==> src/inc/scr_pkg.sv <==
// Constants and carrier types for the supply control register interface.
// Assumes a single system clock of 25 MHz; the serial pins are sampled on it.
package scr_pkg;

    // ****************************************************************
    // Register map
    // ****************************************************************
    localparam logic [7:0] SCR_ADDR_FLAGS = 8'h00;
    localparam logic [7:0] SCR_ADDR_CTRL = 8'h01;
    localparam logic [7:0] SCR_FLAGS_RESET = 8'h00;
    localparam logic [7:0] SCR_CTRL_RESET = 8'h00;

    // ****************************************************************
    // Field positions
    // ****************************************************************
    localparam int SCR_LEVEL_LSB = 0;
    localparam int SCR_LEVEL_MSB = 2;
    localparam int SCR_COMP_BIT = 3;
    localparam int SCR_OVERLOAD_BIT = 0;
    localparam int SCR_OVERTEMP_BIT = 1;
    localparam int SCR_OUTLOW_BIT = 2;
    localparam int SCR_INLOW_BIT = 3;
    localparam int SCR_PULLDOWN_BIT = 4;
    localparam logic [2:0] SCR_LEVEL_STANDBY = 3'h0;

    // ****************************************************************
    // Chip address and timing
    // ****************************************************************
    localparam logic [4:0] SCR_CHIP_BASE = 5'h04;
    localparam logic [3:0] SCR_BITS_PER_BYTE = 4'h8;
    localparam int SCR_CLK_MHZ = 25;
    localparam int SCR_DEGLITCH_NS = 1000;
    localparam int SCR_DEGLITCH_CYC = (SCR_DEGLITCH_NS * SCR_CLK_MHZ + 999) / 1000;

    // ****************************************************************
    // Carriers
    // ****************************************************************
    typedef struct packed {
        logic pulldownOver;
        logic inputLow;
        logic outputLow;
        logic overtemp;
        logic overload;
    } scr_analog_t;

    typedef struct packed {
        logic comp;
        logic [2:0] levelCode;
    } scr_ctrl_out_t;

endpackage

==> src/design/scr_deglitch.sv <==
// Deglitch filter: output goes high only after input holds high for a full period.
// Assumes the input is synchronous to mclk.
`timescale 1ns/10ps
module scr_deglitch (
    // Clock and reset
    input wire logic mclk,
    input wire logic rst,
    // Raw and filtered level
    input wire logic rawIn,
    output logic filtOut
);
    import scr_pkg::*;

    logic [7:0] cnt_reg;
    logic [7:0] cnt_next;
    logic done;

    assign done = (cnt_reg == 8'(SCR_DEGLITCH_CYC));
    assign cnt_next = !rawIn ? 8'h00 : (done ? cnt_reg : cnt_reg + 8'h01);

    always_ff @(posedge mclk or posedge rst) begin
        if (rst) begin
            cnt_reg <= 8'h00;
            filtOut <= 1'b0;
        end else begin
            cnt_reg <= cnt_next;
            filtOut <= rawIn && done;
        end
    end
endmodule

==> src/design/scr_i2c_regs.sv <==
// Serial slave with two byte registers: diagnostic flags and output control.
// Assumes external pull-ups on both serial lines and comparator levels on mclk.
`timescale 1ns/10ps

module scr_i2c_regs (
    // Clock and reset
    input wire logic mclk,
    input wire logic rst,
    // Serial clock and data pins
    input wire logic sclIn,
    input wire logic sdaIn,
    output logic sdaOut,
    output logic sdaOe,
    // Chip address selection and supply lockout
    input wire logic [1:0] addrSel,
    input wire logic uvloActive,
    // Analog comparator levels
    input wire scr_pkg::scr_analog_t analogIn,
    // Converter settings
    output scr_pkg::scr_ctrl_out_t ctrlOut,
    // Flags for the rest of the chip
    output logic standby
);
    import scr_pkg::*;

    // ****************************************************************
    // States
    // ****************************************************************
    typedef enum logic [2:0] {
        SCR_IDLE,
        SCR_RX_BYTE,
        SCR_ACK,
        SCR_TX_BYTE,
        SCR_TX_ACK
    } scr_state_t;

    typedef enum logic [1:0] {
        SCR_PH_CHIP,
        SCR_PH_REG,
        SCR_PH_DATA
    } scr_phase_t;

    // ****************************************************************
    // Pin conditioning
    // ****************************************************************
    logic sclLvl;
    logic sclRise;
    logic sclFall;
    logic sdaLvl;
    logic sdaRise;
    logic sdaFall;
    logic pdFilt;

    scr_pin_sync u_scl (
        .mclk(mclk),
        .rst(rst),
        .pinIn(sclIn),
        .level(sclLvl),
        .rise(sclRise),
        .fall(sclFall)
    );

    scr_pin_sync u_sda (
        .mclk(mclk),
        .rst(rst),
        .pinIn(sdaIn),
        .level(sdaLvl),
        .rise(sdaRise),
        .fall(sdaFall)
    );

    scr_deglitch u_pd (
        .mclk(mclk),
        .rst(rst),
        .rawIn(analogIn.pulldownOver),
        .filtOut(pdFilt)
    );

    // ****************************************************************
    // Registers and next values
    // ****************************************************************
    scr_state_t state_reg;
    scr_state_t state_next;
    scr_phase_t phase_reg;
    scr_phase_t phase_next;
    logic [7:0] shift_reg;
    logic [7:0] shift_next;
    logic [3:0] bitCnt_reg;
    logic [3:0] bitCnt_next;
    logic [7:0] regPtr_reg;
    logic [7:0] regPtr_next;
    logic [7:0] ctrl_reg;
    logic [7:0] ctrl_next;
    logic [7:0] flags_reg;
    logic [7:0] flags_next;
    logic readMode_reg;
    logic readMode_next;
    logic ackThis_reg;
    logic ackThis_next;
    logic sdaOe_next;

    // ****************************************************************
    // Decoding
    // ****************************************************************
    function automatic logic [7:0] scr_read_mux(input logic [7:0] ptr,
                                                input logic [7:0] flagsV,
                                                input logic [7:0] ctrlV);
        scr_read_mux = (ptr[0] == SCR_ADDR_CTRL[0]) ? ctrlV : flagsV;
    endfunction

    logic startCond;
    logic stopCond;
    logic byteDone;
    logic [7:0] rxByte;
    logic chipMatch;
    logic ackWanted;
    logic writeCtrl;
    logic [7:0] txByte;
    logic [7:0] nextPtr;

    assign startCond = sdaFall && sclLvl;
    assign stopCond = sdaRise && sclLvl;
    assign rxByte = {shift_reg[6:0], sdaLvl};
    assign byteDone = (bitCnt_reg == SCR_BITS_PER_BYTE - 4'h1);
    assign chipMatch = (rxByte[7:1] == {SCR_CHIP_BASE, addrSel});
    assign ackWanted = !uvloActive &&
        ((phase_reg != SCR_PH_CHIP) || chipMatch);
    assign writeCtrl = (phase_reg == SCR_PH_DATA) && (regPtr_reg == SCR_ADDR_CTRL);
    assign nextPtr = {7'h00, ~regPtr_reg[0]};
    assign txByte = scr_read_mux(regPtr_reg, flags_reg, ctrl_reg);

    // Flags track the comparators; reserved bits stay zero
    always_comb begin
        flags_next = SCR_FLAGS_RESET;
        flags_next[SCR_OVERLOAD_BIT] = analogIn.overload;
        flags_next[SCR_OVERTEMP_BIT] = analogIn.overtemp;
        flags_next[SCR_OUTLOW_BIT] = analogIn.outputLow;
        flags_next[SCR_INLOW_BIT] = analogIn.inputLow;
        flags_next[SCR_PULLDOWN_BIT] = pdFilt;
    end

    // ****************************************************************
    // Protocol state machine
    // ****************************************************************
    always_comb begin
        state_next = state_reg;
        phase_next = phase_reg;
        shift_next = shift_reg;
        bitCnt_next = bitCnt_reg;
        regPtr_next = regPtr_reg;
        ctrl_next = ctrl_reg;
        readMode_next = readMode_reg;
        ackThis_next = ackThis_reg;
        sdaOe_next = sdaOe;
        if (startCond) begin
            state_next = SCR_RX_BYTE;
            phase_next = SCR_PH_CHIP;
            bitCnt_next = 4'h0;
            sdaOe_next = 1'b0;
        end else if (stopCond) begin
            state_next = SCR_IDLE;
            sdaOe_next = 1'b0;
        end else begin
            unique case (state_reg)
                SCR_IDLE: begin
                    sdaOe_next = 1'b0;
                end
                SCR_RX_BYTE: begin
                    if (sclRise) begin
                        shift_next = rxByte;
                        bitCnt_next = bitCnt_reg + 4'h1;
                        if (byteDone) begin
                            ackThis_next = ackWanted;
                            state_next = SCR_ACK;
                            unique case (phase_reg)
                                SCR_PH_CHIP: begin
                                    readMode_next = rxByte[0];
                                    phase_next = SCR_PH_REG;
                                end
                                SCR_PH_REG: begin
                                    regPtr_next = rxByte;
                                    phase_next = SCR_PH_DATA;
                                end
                                SCR_PH_DATA: begin
                                    if (writeCtrl) begin
                                        ctrl_next = rxByte;
                                    end
                                end
                            endcase
                        end
                    end
                end
                SCR_ACK: begin
                    if (sclFall) begin
                        if (sdaOe) begin
                            sdaOe_next = 1'b0;
                            bitCnt_next = 4'h0;
                            if (readMode_reg && phase_reg == SCR_PH_REG) begin
                                state_next = SCR_TX_BYTE;
                                shift_next = txByte;
                                sdaOe_next = !txByte[7];
                            end else begin
                                state_next = SCR_RX_BYTE;
                            end
                        end else if (ackThis_reg) begin
                            sdaOe_next = 1'b1;
                        end else begin
                            state_next = SCR_IDLE;
                        end
                    end
                end
                SCR_TX_BYTE: begin
                    if (sclFall) begin
                        bitCnt_next = bitCnt_reg + 4'h1;
                        shift_next = {shift_reg[6:0], 1'b0};
                        if (byteDone) begin
                            state_next = SCR_TX_ACK;
                            sdaOe_next = 1'b0;
                        end else begin
                            sdaOe_next = !shift_reg[6];
                        end
                    end
                end
                SCR_TX_ACK: begin
                    if (sclRise) begin
                        if (!sdaLvl) begin
                            regPtr_next = nextPtr;
                            ackThis_next = 1'b1;
                        end else begin
                            ackThis_next = 1'b0;
                        end
                    end else if (sclFall) begin
                        bitCnt_next = 4'h0;
                        if (ackThis_reg) begin
                            state_next = SCR_TX_BYTE;
                            shift_next = txByte;
                            sdaOe_next = !txByte[7];
                        end else begin
                            state_next = SCR_IDLE;
                        end
                    end
                end
                default: begin
                    state_next = SCR_IDLE;
                end
            endcase
        end
    end

    // ****************************************************************
    // State registers
    // ****************************************************************
    always_ff @(posedge mclk or posedge rst) begin
        if (rst) begin
            state_reg <= SCR_IDLE;
            phase_reg <= SCR_PH_CHIP;
            shift_reg <= 8'h00;
            bitCnt_reg <= 4'h0;
            regPtr_reg <= SCR_ADDR_FLAGS;
            readMode_reg <= 1'b0;
            ackThis_reg <= 1'b0;
            sdaOe <= 1'b0;
        end else begin
            state_reg <= state_next;
            phase_reg <= phase_next;
            shift_reg <= shift_next;
            bitCnt_reg <= bitCnt_next;
            regPtr_reg <= regPtr_next;
            readMode_reg <= readMode_next;
            ackThis_reg <= ackThis_next;
            sdaOe <= sdaOe_next;
        end
    end

    always_ff @(posedge mclk or posedge rst) begin
        if (rst) begin
            ctrl_reg <= SCR_CTRL_RESET;
            flags_reg <= SCR_FLAGS_RESET;
            ctrlOut <= '0;
            standby <= 1'b1;
            sdaOut <= 1'b0;
        end else begin
            ctrl_reg <= ctrl_next;
            flags_reg <= flags_next;
            ctrlOut.levelCode <= ctrl_reg[SCR_LEVEL_MSB:SCR_LEVEL_LSB];
            ctrlOut.comp <= ctrl_reg[SCR_COMP_BIT];
            standby <= (ctrl_reg[SCR_LEVEL_MSB:SCR_LEVEL_LSB] == SCR_LEVEL_STANDBY);
            sdaOut <= 1'b0;
        end
    end
endmodule

==> src/design/scr_pin_sync.sv <==
// Two-stage synchroniser with edge detection on the second stage output.
// Assumes an asynchronous level input.
`timescale 1ns/10ps
module scr_pin_sync (
    // Clock and reset
    input wire logic mclk,
    input wire logic rst,
    // Level in, synchronised level and edges out
    input wire logic pinIn,
    output logic level,
    output logic rise,
    output logic fall
);
    logic meta_reg;
    logic sync_reg;
    logic prev_reg;

    always_ff @(posedge mclk or posedge rst) begin
        if (rst) begin
            meta_reg <= 1'b1;
            sync_reg <= 1'b1;
            prev_reg <= 1'b1;
        end else begin
            meta_reg <= pinIn;
            sync_reg <= meta_reg;
            prev_reg <= sync_reg;
        end
    end

    assign level = sync_reg;
    assign rise = sync_reg && !prev_reg;
    assign fall = !sync_reg && prev_reg;
endmodule

==> config.mk <==
export PLATFORM = sky130hd
export DESIGN_NAME = scr_i2c_regs
export DESIGN_NICKNAME = d
export VERILOG_FILES = /design/src/inc/scr_pkg.sv /design/src/design/scr_deglitch.sv /design/src/design/scr_i2c_regs.sv /design/src/design/scr_pin_sync.sv
export SDC_FILE = /design/constraint.sdc
export NUM_CORES = 1
export LEC_CHECK = 0
export ABC_AREA = 1
export BUFFER_PORTS_ARGS = -buffer_cell sky130_fd_sc_hd__buf_2
export CORE_AREA = 2 2 79 81
export CTS_CLUSTER_DIAMETER = 200
export CTS_CLUSTER_SIZE = 20
export DETAILED_ROUTE_END_ITERATION = 6
export DIE_AREA = 0 0 81 83
export PLACE_DENSITY = 0.71
export SYNTH_ARGS = -nofsm -noshare
export SYNTH_HDL_FRONTEND = slang
export SYNTH_SLANG_ARGS = --single-unit
==> constraint.sdc <==
create_clock -name mclk -period 2.3 [get_ports mclk]
set_input_delay 0.46 -clock mclk [delete_from_list [all_inputs] [get_ports mclk]]
set_output_delay 0.46 -clock mclk [all_outputs]
set_load 0.1 [all_outputs]
# ---- Yosys cells after proc, flatten, opt, wreduce, memory -nomap -nowiden
# Index checks and enable logic that the tools add are counted.
dict set report word_totals {
  regBits 60
  input_bits 12
  out_inout_bits 7
  word_cells 169
}
dict set report classes {
  add_sub_neg 2
  n_eq_ne 40
  mux 64
  bitwise 3
  reduce_logical 39
}
# cell n
set ops {}
lappend ops {{8-bit two-way mux} 8}
lappend ops {{7-bit two-way mux} 8}
lappend ops {{3-bit two-way mux} 11}
lappend ops {{4-bit two-way mux} 8}
lappend ops {{4-bit inequality test, second input constant} 8}
lappend ops {{2-bit inequality test, second input constant} 14}
lappend ops {{7-bit one-hot mux with 4 select lines} 1}
lappend ops {{3-bit inequality test, second input constant} 7}
lappend ops {{6-bit AND reduction} 3}
lappend ops {{4-bit one-hot mux with 4 select lines} 1}
lappend ops {{8-bit one-hot mux with 2 select lines} 1}
lappend ops {{8-bit AND reduction} 2}
lappend ops {{1-bit two-way mux} 15}
lappend ops {{3-bit one-hot mux with 5 select lines} 1}
lappend ops {{2-bit two-way mux} 7}
lappend ops {{11-bit AND reduction} 1}
lappend ops {{1-bit logical AND} 10}
lappend ops {{2-bit nonzero test} 5}
lappend ops {{9-bit AND reduction} 1}
lappend ops {{8-bit by 1-bit adder with 8-bit output, second input constant} 1}
lappend ops {{8-bit by 1-bit == test with 1-bit output, second input constant} 1}
lappend ops {{8-bit by 5-bit == test with 1-bit output, second input constant} 1}
lappend ops {{7-bit by 5-bit == test with 1-bit output} 1}
lappend ops {{1-bit zero test} 7}
lappend ops {{21 further kinds} 25}

# ---- Longest topological paths before layout
dict set report logic_depth {
  ltp_word 8
  mapped_depth 11
  mapped_depth_nobuf 10
}

# ---- Modules after synthesis
# Synthesis repeated with hierarchy kept, for this count alone.
dict set report hier_totals {
  hier_cells 395
  area_unflattened_um2 3050.4
}
# module instances cells_each area_per_inst_um2
set by_module_without_submodules {}
lappend by_module_without_submodules {scr_i2c_regs 1 312 2363.5}
lappend by_module_without_submodules {scr_deglitch 1 67 491.7}
lappend by_module_without_submodules {scr_pin_sync 2 8 97.6}

# ---- Worst setup path before layout
# No wires, ideal clock.
dict set report synth_path {
  path_kind {reg2reg}
  start {register sdaOe}
  end {register shift_reg[6]}
  setup_time_ns 0.117
  t_arrival_ns 1.859
  required_time_ns 2.183
  path_slack_ns 0.324
  path_stages_with_launch 8
  n_path_buf 0
  synth_period_minus_slack_ns 1.976
  cell_sequence {dfrtp_1 inv_1 nand4_1 nand3_1 nor2_2 nand2_2 nand2_1 nand2_1}
}
dict set report synth_via {
  elab_chain_cells 2
}
# item line
set synth_rtl {}
lappend synth_rtl {{from (decl)} scr_i2c_regs.sv:13} ;# output logic sdaOe,
lappend synth_rtl {{from (signal assigned)} scr_i2c_regs.sv:271} ;# sdaOe <= sdaOe_next;
lappend synth_rtl {{2-bit inequality test (no line)} n/a}
lappend synth_rtl {{11-bit AND reduction (no line)} n/a}
lappend synth_rtl {{to (signal assigned)} scr_i2c_regs.sv:266} ;# shift_reg <= shift_next;
lappend synth_rtl {{to (decl)} scr_i2c_regs.sv:86} ;# logic [7:0] shift_reg;
# No other way between the ends.
# A chain may end at the register's enable or synchronous reset.

# ---- Worst setup path after layout
dict set report layout_path {
  start {register state_reg[1]}
  end {register shift_reg[0]}
}
dict set report layout_via {
  elab_chain_cells 3
  word_cells_on_any_way 15
  cone_classes {eq/ne (12); mux (1); reduce/logical (2)}
}
# item line
set layout_rtl {}
lappend layout_rtl {{from (decl)} scr_i2c_regs.sv:82} ;# scr_state_t state_reg;
lappend layout_rtl {{from (signal assigned)} scr_i2c_regs.sv:264} ;# state_reg <= state_next;
lappend layout_rtl {{3-bit == test (tied with other cells)} scr_i2c_regs.sv:164} ;# unique case (state_reg)
lappend layout_rtl {{4-bit nonzero test (no line) or 2-bit inequality test (tied branches)} n/a}
lappend layout_rtl {{11-bit AND reduction (no line)} n/a}
# Several ways; a longest one is shown, not always the timed one.

==> impl_metrics.tcl <==
set metrics [dict create \
    status "completed" \
    setup_ws_ns 0.293 \
    ctsRootBufferMaster "clkbuf_8" \
    core_sq_mm 0.00582 \
    finish.net_count 450 \
    power.density_mw_per_mm2 760 \
    maxCapViolations 0 \
    fin_tns_setup_ns 0 \
    ys_seq_elements 60 \
    drv_slew 0 \
    path_max_fanout 16 \
    wl_per_cell_microns 13.4 \
    irDropWorstVdd_mv 0.465 \
    min_path_type "in -> async" \
    final_cell_mix "nand2_1 (141), dfrtp_1 (53), nor2_1 (44), nand3_1 (44), inv_1 (37)" \
    finalCriticalPeriod_ns 2.01 \
    finClkSkew_ns 0.00513 \
    grt_max_degree 61 \
    synth.distinct_cells 29 \
    cts_buffers 9 \
    grt_pass1_vias 2525 \
    worstReg2RegEnd "shift_reg[0]" \
    h-tree-depth 3 \
    synth_area_sq_mm 0.00311 \
    io_pins 19 \
    clk_latency_ns 0.34 \
    timing.final.crit_share_pct 87.2 \
    ant_nets 0 \
    ctsHoldBuffers 0 \
    clock_path_buffers 2 \
    endpoint_kind "flip-flop" \
    r2r-start "state_reg[1]" \
    drtPass1Iterations 5 \
    p_leak_nw 1.79 \
    yosys-top-cells-area "dfrtp_1 (43%), nand2_1 (17%), nand3_1 (7.1%)" \
    clock.fmax_mhz 498 \
    drt_wl_total_microns 6890 \
    syn_to_final_growth_pct 10.5 \
    crit_required_ns 2.53 \
    cts_setup_buffers 0 \
    dieWidth_microns 81 \
    fin_util_pct 59.1 \
    worstPathArrival_ns 2.23 \
    yosysTopAreaCellShare_pct 42.7 \
    gp_congestion 1.00 \
    totalPowerFinal_mw 2.61 \
    drcViolationCount 0 \
    rsz0062_at_grt "false" \
    rows 28 \
    initial_utilization_pct 53.5 \
    antenna_found_initial 0 \
    hold_viol_final 0 \
    via_count 2713 \
    syn-num-nets 427 \
    path_class "reg -> reg" \
    drt-initial-drc-count 371 \
    portBuffers 17 \
    post-place-ws_ns 0.323 \
    cp-start-kind "flip-flop" \
    synth_warnings 0 \
    reg2reg_setup_slack_ns 0.29 \
    die-area_sq_mm 0.00672 \
    layout-drive-gt1-share_pct 14.1 \
    path_clk_slew_ns 0.06 \
    seq_area_frac_synth_pct 48.6 \
    clock_sinks 60 \
    cts_resized 0 \
    grt.total_usage_pct 23.1 \
    cts_tree "yes" \
    synthCells 412 \
    finalSetupViolCount 0 \
    grt_overflow 0 \
    die_h_microns 83 \
    synth_area_leader_cell "dfrtp_1" \
    rr_worst_depth 9 \
    n_antenna_cell 0 \
    vias_per_cell 5.27 \
    syn_avg_cell_area_sq_um 7.55 \
    grt_pass1_wl_microns 11900 \
    hpwl_microns 4960 \
    layout_commonest_cell "nand2_1" \
]
## kinds of logic (layout without fill, tap and decap cells)
family,count (synthesis),after routing,synth area share [%]
AND/OR/NAND/NOR,249,249,33.8
XOR/XNOR,3,3,0.845
AO/OA/AOI/OAI,47,47,8.65
buffers and inverters,49,77,6.76
flip-flops,60,60,48.6
adder cells (fa/ha/maj),3,3,1.21
other,1,1,0.121
## power by group
group	switching (mW)	internal [mW]
Sequential	0.105	1.16
Combinational	0.348	0.173
Clock	0.411	0.417
## per-stage QoR
stage | hold slack, ns | instance area [sq um] | std cells
floorplan | 0.331 | 3110 | 412
global placement | 0.338 | 3270 | 499
detailed placement | 0.340 | 3270 | 499
CTS | 0.177 | 3440 | 515
global route | 0.190 | 3440 | 515
finish | 0.158 | 3440 | 515
## cell usage after synthesis (all sizes together)
cell type / instances
nand2: 145
dfrtp: 53
nor2: 48
nand3: 45
inv: 41
o21ai: 35
a21oi: 9
buf: 7
dfstp: 7
nand4: 6
nor3: 5
ha: 3
xnor2: 2
a211oi: 1
a21o: 1
clkbuf: 1
conb: 1
o21a: 1
xor2: 1
## worst max-delay path by stage
stage                             start           end  slack [ns]  depth (start not counted)
after global routing       state_reg[1]  shift_reg[0]        0.13                          9
after detailed placement    u_sda.level   ctrl_reg[4]        0.32                          7
after CTS                  state_reg[1]  shift_reg[0]        0.32                          9
after global placement    bitCnt_reg[0]   ctrl_reg[3]        0.35                          8
final                      state_reg[1]  shift_reg[0]        0.29                          9
after floorplan                   sdaOe  shift_reg[6]        0.32                          7
## critical path: stages (launching register included)
cell	delay (ns)
dfrtp_1	0.52
nor2_2	0.08
nand2_2	0.27
inv_2	0.15
nand2_1	0.09
nand3_1	0.12
nor2_2	0.35
nand2_2	0.17
nand2_1	0.09
nand2_1	0.05
## layer usage
layer / share of wire (%) / vias to the layer above / global-route usage, %
met5: 0 / - / 0
met4: 1.7 / 0 / 9.09
met3: 6.7 / 12 / 5.43
met2: 45 / 87 / 33.6
met1: 47 / 1261 / 33.0
li1: - / 1353 / -
## layout make-up
cell class	instances	area, sq um
sequential	60	1510
timing repair buffer	20	120
clock inverter	4	25.0
multi-input combinational	303	1390
fill	550	2380
tap	75	93.8
inverter	41	154
clock buffer	12	145
Note: power is estimated with default switching activity, not from simulation.
